**src/strs_pkg.sv**
```systemverilog
`default_nettype none
package strs_pkg;

	localparam int CLK_PERIOD_NS = 4;

	// Timing figures in their own units, then in clock cycles.
	localparam int WAKE_US = 40;
	localparam int PS_LOW_US = 20;
	localparam int STEP_HALF_US = 2;
	localparam int SETUP_US = 1;
	localparam int WAKE_CYC = (WAKE_US * 1000) / CLK_PERIOD_NS;
	localparam int PS_LOW_CYC =
		(PS_LOW_US * 1000 + CLK_PERIOD_NS - 1) / CLK_PERIOD_NS;
	localparam int STEP_HALF_CYC =
		(STEP_HALF_US * 1000 + CLK_PERIOD_NS - 1) / CLK_PERIOD_NS;
	localparam int SETUP_CYC =
		(SETUP_US * 1000 + CLK_PERIOD_NS - 1) / CLK_PERIOD_NS;

	// Two synchroniser stages plus the state change into wake-up.
	localparam int SYNC_LAT = 3;

	localparam int POS_W = 6;
	localparam int MAG_W = 8;
	localparam logic [4:0] QUARTER = 5'h10;
	localparam logic [POS_W-1:0] POS_RST = 6'h00;
	localparam logic [3:0] FULL_OFS = 4'h8;

	// Quarter sine, 17 points in sixteenth-step units, full scale FF.
	localparam logic [16:0][MAG_W-1:0] SIN_Q = {
		8'hFF, 8'hFE, 8'hFA, 8'hF4, 8'hEC, 8'hE1, 8'hD4, 8'hC5,
		8'hB4, 8'hA2, 8'h8E, 8'h78, 8'h62, 8'h4A, 8'h32, 8'h19, 8'h00
	};

	typedef enum logic [1:0] {
		RES_FULL = 2'b00,
		RES_HALF = 2'b01,
		RES_EIGHTH = 2'b10,
		RES_SIXTEENTH = 2'b11
	} strs_res_t;

	localparam logic [POS_W-1:0] INC_FULL = 6'h10;
	localparam logic [POS_W-1:0] INC_HALF = 6'h08;
	localparam logic [POS_W-1:0] INC_EIGHTH = 6'h02;
	localparam logic [POS_W-1:0] INC_SIXTEENTH = 6'h01;

	typedef enum logic [1:0] {
		DS_STANDBY = 2'b00,
		DS_WAKE = 2'b01,
		DS_ACTIVE = 2'b10
	} strs_dstate_t;

	typedef enum logic [2:0] {
		CS_PS_LOW = 3'b000,
		CS_WAKE = 3'b001,
		CS_IDLE = 3'b010,
		CS_SETUP = 3'b011,
		CS_HIGH = 3'b100,
		CS_LOW = 3'b101
	} strs_cstate_t;

	// Controller register map.
	localparam logic [7:0] REG_CTRL = 8'h00;
	localparam logic [7:0] REG_STEPS = 8'h04;
	localparam logic [7:0] REG_STATUS = 8'h08;
	localparam logic [7:0] REG_RESET = 8'h0C;
	localparam int CTRL_RUN_BIT = 0;
	localparam int CTRL_EN_BIT = 1;
	localparam int CTRL_DIR_BIT = 2;
	localparam int CTRL_RES_LSB = 3;
	localparam int CTRL_W = 5;
	localparam logic [CTRL_W-1:0] CTRL_RST = 5'h00;
	localparam int STEPS_W = 16;

endpackage
`default_nettype wire

```
**src/strs_if.sv**
```systemverilog
`timescale 1ns/10ps
`default_nettype none
interface strs_if;
	logic step_clk;
	logic power_save_n;
	logic step_res_sel0;
	logic step_res_sel1;
	logic rotation_direction;
	logic drive_enable;

	modport ctl (
		output step_clk,
		output power_save_n,
		output step_res_sel0,
		output step_res_sel1,
		output rotation_direction,
		output drive_enable
	);

	modport drv (
		input step_clk,
		input power_save_n,
		input step_res_sel0,
		input step_res_sel1,
		input rotation_direction,
		input drive_enable
	);
endinterface
`default_nettype wire

```
**src/strs_drv.sv**
```systemverilog
`timescale 1ns/10ps
`default_nettype none

module strs_drv
	import strs_pkg::*;
#(
	parameter int P_WAKE_CYC = WAKE_CYC
) (
	input wire logic I_CLK, // 250 MHz clock
	input wire logic I_SRST, // Power-on reset, active high
	strs_if.drv LINK, // Pins from the step controller
	output logic O_BRIDGE_ON, // Both bridges driven
	output logic O_CH1_NEG, // Channel 1 current direction
	output logic [MAG_W-1:0] O_CH1_MAG, // Channel 1 current target
	output logic O_CH2_NEG, // Channel 2 current direction
	output logic [MAG_W-1:0] O_CH2_MAG, // Channel 2 current target
	output logic [POS_W-1:0] O_POS, // Translator position
	output logic O_STANDBY, // Standby state
	output logic O_WAKING // Wake-up delay running
);

	localparam int CNT_W = $clog2(P_WAKE_CYC + 1);
	localparam logic [CNT_W-1:0] WAKE_LAST =
		CNT_W'(P_WAKE_CYC - SYNC_LAT - 1);
	localparam logic [CNT_W-1:0] CNT_ZERO = '0;

	typedef struct packed {
		logic ps_s1;
		logic ps_s2;
		logic clk_s1;
		logic clk_s2;
		logic clk_s3;
		logic en_s1;
		logic en_s2;
		logic dir_s1;
		logic dir_s2;
		logic [1:0] res_s1;
		logic [1:0] res_s2;
		strs_dstate_t fsm;
		logic [CNT_W-1:0] wake_cnt;
		logic [POS_W-1:0] pos;
		logic bridge_on;
		logic ch1_neg;
		logic [MAG_W-1:0] ch1_mag;
		logic ch2_neg;
		logic [MAG_W-1:0] ch2_mag;
	} strs_drv_st_t;

	localparam strs_drv_st_t ST_RST = '{
		ps_s1: 1'b0,
		ps_s2: 1'b0,
		clk_s1: 1'b0,
		clk_s2: 1'b0,
		clk_s3: 1'b0,
		en_s1: 1'b0,
		en_s2: 1'b0,
		dir_s1: 1'b0,
		dir_s2: 1'b0,
		res_s1: 2'h0,
		res_s2: 2'h0,
		fsm: DS_STANDBY,
		wake_cnt: CNT_ZERO,
		pos: POS_RST,
		bridge_on: 1'b0,
		ch1_neg: 1'b0,
		ch1_mag: 8'h00,
		ch2_neg: 1'b0,
		ch2_mag: 8'h00
	};

	strs_drv_st_t st_reg;
	strs_drv_st_t st_next;
	logic step_edge;
	logic [POS_W-1:0] angle;
	logic [MAG_W:0] ch1_val;
	logic [MAG_W:0] ch2_val;

	// Sign and magnitude of the sine at a 64-point angle.
	function automatic logic [MAG_W:0] sin_lookup(
		input logic [POS_W-1:0] ang
	);
		logic [4:0] idx;
		if (ang[4]) begin
			idx = QUARTER - {1'b0, ang[3:0]};
		end else begin
			idx = {1'b0, ang[3:0]};
		end
		return {ang[5], SIN_Q[idx]};
	endfunction

	// Distance moved by one accepted step in each resolution.
	function automatic logic [POS_W-1:0] step_size(
		input logic [1:0] res
	);
		logic [POS_W-1:0] inc;
		case (strs_res_t'(res))
			RES_FULL: inc = INC_FULL;
			RES_HALF: inc = INC_HALF;
			RES_EIGHTH: inc = INC_EIGHTH;
			default: inc = INC_SIXTEENTH;
		endcase
		return inc;
	endfunction

	always_comb begin
		st_next = st_reg;

		// Every pin passes two flops before the logic looks at it; enable and resolution feed the outputs after one.
		st_next.ps_s1 = LINK.power_save_n;
		st_next.ps_s2 = st_reg.ps_s1;
		st_next.clk_s1 = LINK.step_clk;
		st_next.clk_s2 = st_reg.clk_s1;
		st_next.clk_s3 = st_reg.clk_s2;
		st_next.en_s1 = LINK.drive_enable;
		st_next.en_s2 = st_reg.en_s1;
		st_next.dir_s1 = LINK.rotation_direction;
		st_next.dir_s2 = st_reg.dir_s1;
		st_next.res_s1 = {LINK.step_res_sel1, LINK.step_res_sel0};
		st_next.res_s2 = st_reg.res_s1;

		step_edge = st_reg.clk_s2 & ~st_reg.clk_s3;

		case (st_reg.fsm)
			DS_STANDBY: begin
				// Leaving reset with power-save high also passes here.
				if (st_reg.ps_s2) begin
					st_next.fsm = DS_WAKE;
					st_next.wake_cnt = CNT_ZERO;
				end
			end
			DS_WAKE: begin
				// Step edges are not looked at while waking.
				if (st_reg.wake_cnt == WAKE_LAST) begin
					st_next.fsm = DS_ACTIVE;
				end else begin
					st_next.wake_cnt = st_reg.wake_cnt + 1'b1;
				end
			end
			DS_ACTIVE: begin
				// A disabled driver does not count steps either.
				if (step_edge && st_reg.en_s2) begin
					if (st_reg.dir_s2) begin
						st_next.pos = st_reg.pos
							+ step_size(st_reg.res_s2);
					end else begin
						st_next.pos = st_reg.pos
							- step_size(st_reg.res_s2);
					end
				end
			end
			default: begin
				st_next.fsm = DS_STANDBY;
			end
		endcase

		// Power-save low overrides everything and restarts the position.
		if (!st_reg.ps_s2) begin
			st_next.fsm = DS_STANDBY;
			st_next.pos = POS_RST;
			st_next.wake_cnt = CNT_ZERO;
		end

		// Full step sits between the axes, so both coils carry current.
		if (strs_res_t'(st_next.res_s2) == RES_FULL) begin
			angle = {st_next.pos[5:4], FULL_OFS};
		end else begin
			angle = st_next.pos;
		end
		ch1_val = sin_lookup(angle + POS_W'(QUARTER));
		ch2_val = sin_lookup(angle);

		st_next.bridge_on = (st_next.fsm == DS_ACTIVE)
			&& st_next.en_s2;
		if (st_next.bridge_on) begin
			st_next.ch1_neg = ch1_val[MAG_W];
			st_next.ch1_mag = ch1_val[MAG_W-1:0];
			st_next.ch2_neg = ch2_val[MAG_W];
			st_next.ch2_mag = ch2_val[MAG_W-1:0];
		end else begin
			st_next.ch1_neg = 1'b0;
			st_next.ch1_mag = 8'h00;
			st_next.ch2_neg = 1'b0;
			st_next.ch2_mag = 8'h00;
		end
	end

	always_ff @(posedge I_CLK) begin
		if (I_SRST) begin
			st_reg <= ST_RST;
		end else begin
			st_reg <= st_next;
		end
	end

	assign O_BRIDGE_ON = st_reg.bridge_on;
	assign O_CH1_NEG = st_reg.ch1_neg;
	assign O_CH1_MAG = st_reg.ch1_mag;
	assign O_CH2_NEG = st_reg.ch2_neg;
	assign O_CH2_MAG = st_reg.ch2_mag;
	assign O_POS = st_reg.pos;
	assign O_STANDBY = (st_reg.fsm == DS_STANDBY);
	assign O_WAKING = (st_reg.fsm == DS_WAKE);

endmodule // strs_drv
`default_nettype wire

```
**src/flat_wrapper.sv**
```systemverilog
// flat-port wrapper written by rule: the top's interface ports become plain ports
module strs_drv_flat import strs_pkg::*;
#(
	parameter int P_WAKE_CYC = WAKE_CYC
)
  (I_CLK, I_SRST, O_BRIDGE_ON, O_CH1_NEG, O_CH1_MAG, O_CH2_NEG, O_CH2_MAG, O_POS, O_STANDBY, O_WAKING, LINK_step_clk, LINK_power_save_n, LINK_step_res_sel0, LINK_step_res_sel1, LINK_rotation_direction, LINK_drive_enable);
  strs_if LINK_i ();
  input wire logic I_CLK;
  input wire logic I_SRST;
  output logic O_BRIDGE_ON;
  output logic O_CH1_NEG;
  output logic [MAG_W-1:0] O_CH1_MAG;
  output logic O_CH2_NEG;
  output logic [MAG_W-1:0] O_CH2_MAG;
  output logic [POS_W-1:0] O_POS;
  output logic O_STANDBY;
  output logic O_WAKING;
  input wire logic [$bits(LINK_i.step_clk)-1:0] LINK_step_clk;
  input wire logic [$bits(LINK_i.power_save_n)-1:0] LINK_power_save_n;
  input wire logic [$bits(LINK_i.step_res_sel0)-1:0] LINK_step_res_sel0;
  input wire logic [$bits(LINK_i.step_res_sel1)-1:0] LINK_step_res_sel1;
  input wire logic [$bits(LINK_i.rotation_direction)-1:0] LINK_rotation_direction;
  input wire logic [$bits(LINK_i.drive_enable)-1:0] LINK_drive_enable;
  assign LINK_i.step_clk = LINK_step_clk;
  assign LINK_i.power_save_n = LINK_power_save_n;
  assign LINK_i.step_res_sel0 = LINK_step_res_sel0;
  assign LINK_i.step_res_sel1 = LINK_step_res_sel1;
  assign LINK_i.rotation_direction = LINK_rotation_direction;
  assign LINK_i.drive_enable = LINK_drive_enable;
  strs_drv #(.P_WAKE_CYC(P_WAKE_CYC)) u_core (.I_CLK(I_CLK), .I_SRST(I_SRST), .LINK(LINK_i), .O_BRIDGE_ON(O_BRIDGE_ON), .O_CH1_NEG(O_CH1_NEG), .O_CH1_MAG(O_CH1_MAG), .O_CH2_NEG(O_CH2_NEG), .O_CH2_MAG(O_CH2_MAG), .O_POS(O_POS), .O_STANDBY(O_STANDBY), .O_WAKING(O_WAKING));
endmodule
```
**config.mk**
```make
export PLATFORM = sky130hd
export DESIGN_NAME = strs_drv_flat
export DESIGN_NICKNAME = d
export VERILOG_FILES = /design/src/strs_pkg.sv /design/src/strs_if.sv /design/src/strs_drv.sv /design/src/flat_wrapper.sv
export SDC_FILE = /design/constraint.sdc
export NUM_CORES = 1
export LEC_CHECK = 0
export BUFFER_PORTS_ARGS = -buffer_cell sky130_fd_sc_hd__buf_4
export CORE_MARGIN = 4
export CORE_UTILIZATION = 41
export CTS_CLUSTER_DIAMETER = 60
export DETAILED_ROUTE_END_ITERATION = 10
export GPL_TIMING_DRIVEN = 1
export SLEW_MARGIN = 20
export SYNTH_ARGS = -nofsm -noshare
export SYNTH_HDL_FRONTEND = slang
export SYNTH_SLANG_ARGS = --single-unit
```
**constraint.sdc**
```tcl
create_clock -name I_CLK -period 4.2 [get_ports I_CLK]
set_clock_uncertainty 0.1 [all_clocks]
set_input_delay 0.21 -clock I_CLK [delete_from_list [all_inputs] [get_ports I_CLK]]
set_output_delay 0.21 -clock I_CLK [all_outputs]
set_load 0.01 [all_outputs]
```
==> out/metrics.yaml <==
die_x_um: 97.5
core_area_mm2: 0.00777
cts.sinks: 54
crit_path_start_kind: "flip-flop"
routabilityCongestion: 0.841
global_route.usage.total_pct: 15.1
rr_endpoint: "u_core.O_CH1_MAG[5]$_SDFF_PP0_"
outcome: "complete, no violations"
grt_first_pass_wirelength_um: 12100
worst_hold_startpoint: "LINK_rotation_direction"
area_enclosed_by_the_die_boundary_mm2: 0.00950
maximum_buffer_depth_of_the_clock_tree: 2
critical_path_class: "reg2reg"
final_hold_viol_count: 0
initial_utilization_pct: 42.2
tritoncts.num_buffers: 5
postSynthNetCount: 413
yosys_most_used_dff: "dfxtp_1"
synth_fa_ha_area_share_pct: 9.00
dr_total_vias: 2692
totalWireLength_um: 7050
r2r_setup_slack_ns: 0.36
tns_ns: 0
antenna_violating_nets_post_route: 0
drc: 0
grt_pass1_vias: 2497
synthesis.area_per_instance_um2: 8.59
instances_no_fill: 495
io-pin-count: 35
synth.yosys.seq_area_share_pct: 33.0
worst_ep_arrival_time_ns: 3.91
synthDominantAreaCellType: "dfxtp_1"
synth_cell_type_count: 66
grt_start_max_net_pins: 23
placed_cells: 485
fmax_ghz: 0.260
critPathMaxFanout: 6
syn_area_mm2: 0.00328
detailed_router_s_first_iteration_violation_count: 226
worst_ir_drop_vdd_v: 0.000163
timing.max_slew.rel_slack_pct: 52.3
row_count: 32
synth.area.top_cells: "dfxtp_1 (33%), ha_1 (8.4%), buf_4 (5.3%), nor2_1 (4.8%), nor2b_1 (3.6%)"
finish_stage_setup_viols: 0
cap_violations: 0
worst-endpoint-required_ns: 4.27
synth_seq_cells: 54
yosys.cell_count.top_type: "dfxtp_1"
synth_largest_type_area_fraction_pct: 33.0
cts_tree: "built"
synth.area.mux_share_pct: 0.610
wl_per_cell_um: 14.2
cts_root_buffer: "clkbuf_8"
r2r-start: "u_core.st_reg[42]$_SDFF_PP0_"
globalRoute.totalOverflow: 0
timing_worst_slew_pin_value_ns: 0.715
post_synth_edffs: 0
r2r.worst_path.cells: 14
clkLatencyLatePin_ns: 0.31
post_synth_inst_count: 382
number_of_warning_messages_in_the_yosys_log: 0
antenna-diode-count: 0
main_combinational_cell_family_by_area_after_synthesis: "simple AND/OR/NAND/NOR gates"
final_layout_size_suffix_gt1_share_pct: 16.5
hpwlAfterDp_um: 5220
post_synth_and_or_nand_nor_area_fraction_pct: 23.5
routed_via_density: 5.44
final_period_minus_worst_setup_slack_ns: 3.84
layout-area-overhead-vs-synth_pct: 9.04
tightest_hold_check_type: "in2reg"
critical_path.startpoint: "u_core.st_reg[42]$_SDFF_PP0_"
p_leak_nw: 1.44
total_of_buffers_placed_on_input_and_output_ports: 34
antenna_found_initial: 0
cts-htree-levels: 2
synth_xor_xnor_area_share_pct: 4.54
fin_crit_sh_pct: 91.5
worst_hold_path.endpoint: "u_core.st_next[45]$_SDFF_PP0_"
grt_setup_unrepaired: "no"
post_cts_buffers: 0
number_of_flip_flops_in_the_largest_register: 22
first_pass_iters: 5
power_density_mw_per_mm2: 262
asyncSetResetFlopFracSynth_pct: 0
nets: 423
clk_transition_reported_paths_ns: 0.10
synth_compound_area_share_pct: 20.4
top_cell_types_by_occurrence_after_synthesis: "dfxtp_1 (54), nor2_1 (42), buf_4 (23)"
finalWorstSetupSlack_ns: 0.356
worst_hold_path.num_cells: 2
critical_path.endpoint_type: "flip-flop"
pre_cts_ws_ns: 0.376
timing_max_transition_violations_final: 0
dieHeight_um: 97.5
power by group:
| part | total (W) | internal [W] | switching (W) |
|---|---|---|---|
| Clock | 0.000357 | 0.000181 | 0.000176 |
| Combinational | 0.0000574 | 0.0000240 | 0.0000333 |
| Sequential | 0.000522 | 0.000518 | 0.00000430 |
layer usage:
| metal | part of all wire, % | routed length [um] | track usage, % |
|---|---|---|---|
| met1 | 51 | 3610 | 22.0 |
| met5 | 0 | 0 | 0 |
| met3 | 4.3 | 303 | 2.87 |
| met2 | 43 | 3050 | 22.9 |
| met4 | 1.1 | 81 | 3.51 |
how the worst max path moves through the flow:
stage               slack [ns]                              to
finish                    0.36  u_core.O_CH1_MAG[5]$_SDFF_PP0_
global route              0.01  u_core.O_CH1_MAG[5]$_SDFF_PP0_
CTS                       0.33  u_core.O_CH1_MAG[5]$_SDFF_PP0_
detailed placement        0.38  u_core.O_CH1_MAG[5]$_SDFF_PP0_
global placement          0.47  u_core.O_CH1_MAG[5]$_SDFF_PP0_
floorplan                 0.80  u_core.O_CH1_MAG[5]$_SDFF_PP0_
kinds of logic (layout without fill, tap and decap cells):
group | after synthesis | count (layout)
xor+xnor | 17 | 17
simple gates | 143 | 143
mux | 2 | 2
fa+ha+maj | 23 | 23
buf+inv | 49 | 60
compound gates | 94 | 94
flops | 54 | 54
what timing repair did:
| item | in CTS | in global routing |
|---|---|---|
| endpoints found under the hold margin | 1 | 1 |
| gates resized for setup | 0 | 1 |
| hold buffers | 1 | 1 |
| endpoints found under the setup margin | 0 | 2 |
critical path, cell delays in order, from the launching register on:
cell,delay (ns)
dfxtp_1,0.40
and2_1,0.15
ha_1,0.16
inv_1,0.05
fa_1,0.48
nor4b_2,0.29
a31o_2,0.21
inv_2,0.05
ha_1,0.31
nand2_1,0.08
a21boi_0,0.49
inv_1,0.19
ha_1,0.24
a2111oi_0,0.40
a311oi_1,0.09
cells in the final DEF, fill, tap and decap left out, types with 5 or more instances in the layout:
cell type / Yosys / layout
a21o_1: 5 / 5
a21oi_1: 19 / 19
a31oi_1: 7 / 7
and3_1: 6 / 6
buf_4: 23 / 37
clkbuf_8: 0 / 5
dfxtp_1: 54 / 54
ha_1: 22 / 22
inv_1: 12 / 12
nand2_1: 17 / 17
nand3_1: 16 / 16
nand4_1: 5 / 5
nor2_1: 42 / 42
nor2b_1: 19 / 19
nor3_1: 7 / 7
o21a_1: 5 / 5
o21ai_0: 12 / 12
xnor2_1: 7 / 7
xor2_1: 10 / 10
stage by stage:
stage	instance area (um2)	power, W	hold slack (ns)	utilization (%)
after floorplan	3280	0.000574	0.182	-
after global placement	3440	0.000588	0.323	44.3
after detailed placement	3440	0.000588	0.325	44.3
after CTS	3570	0.000950	0.000287	45.9
after global routing	3580	0.000978	0.0116	46.1
final	3580	0.000936	0.00515	46.1
area by class of cell:
cell class              instances  area (um2)
clock buffers                   5        68.8
clock inverters                 3        47.5
fillers                       802        4190
inverters                      13        48.8
multi-input cells             279        1910
flip-flops and latches         54        1080
well taps                     102         128
repair buffers                 39         298
(Power assumes the default switching activity.)
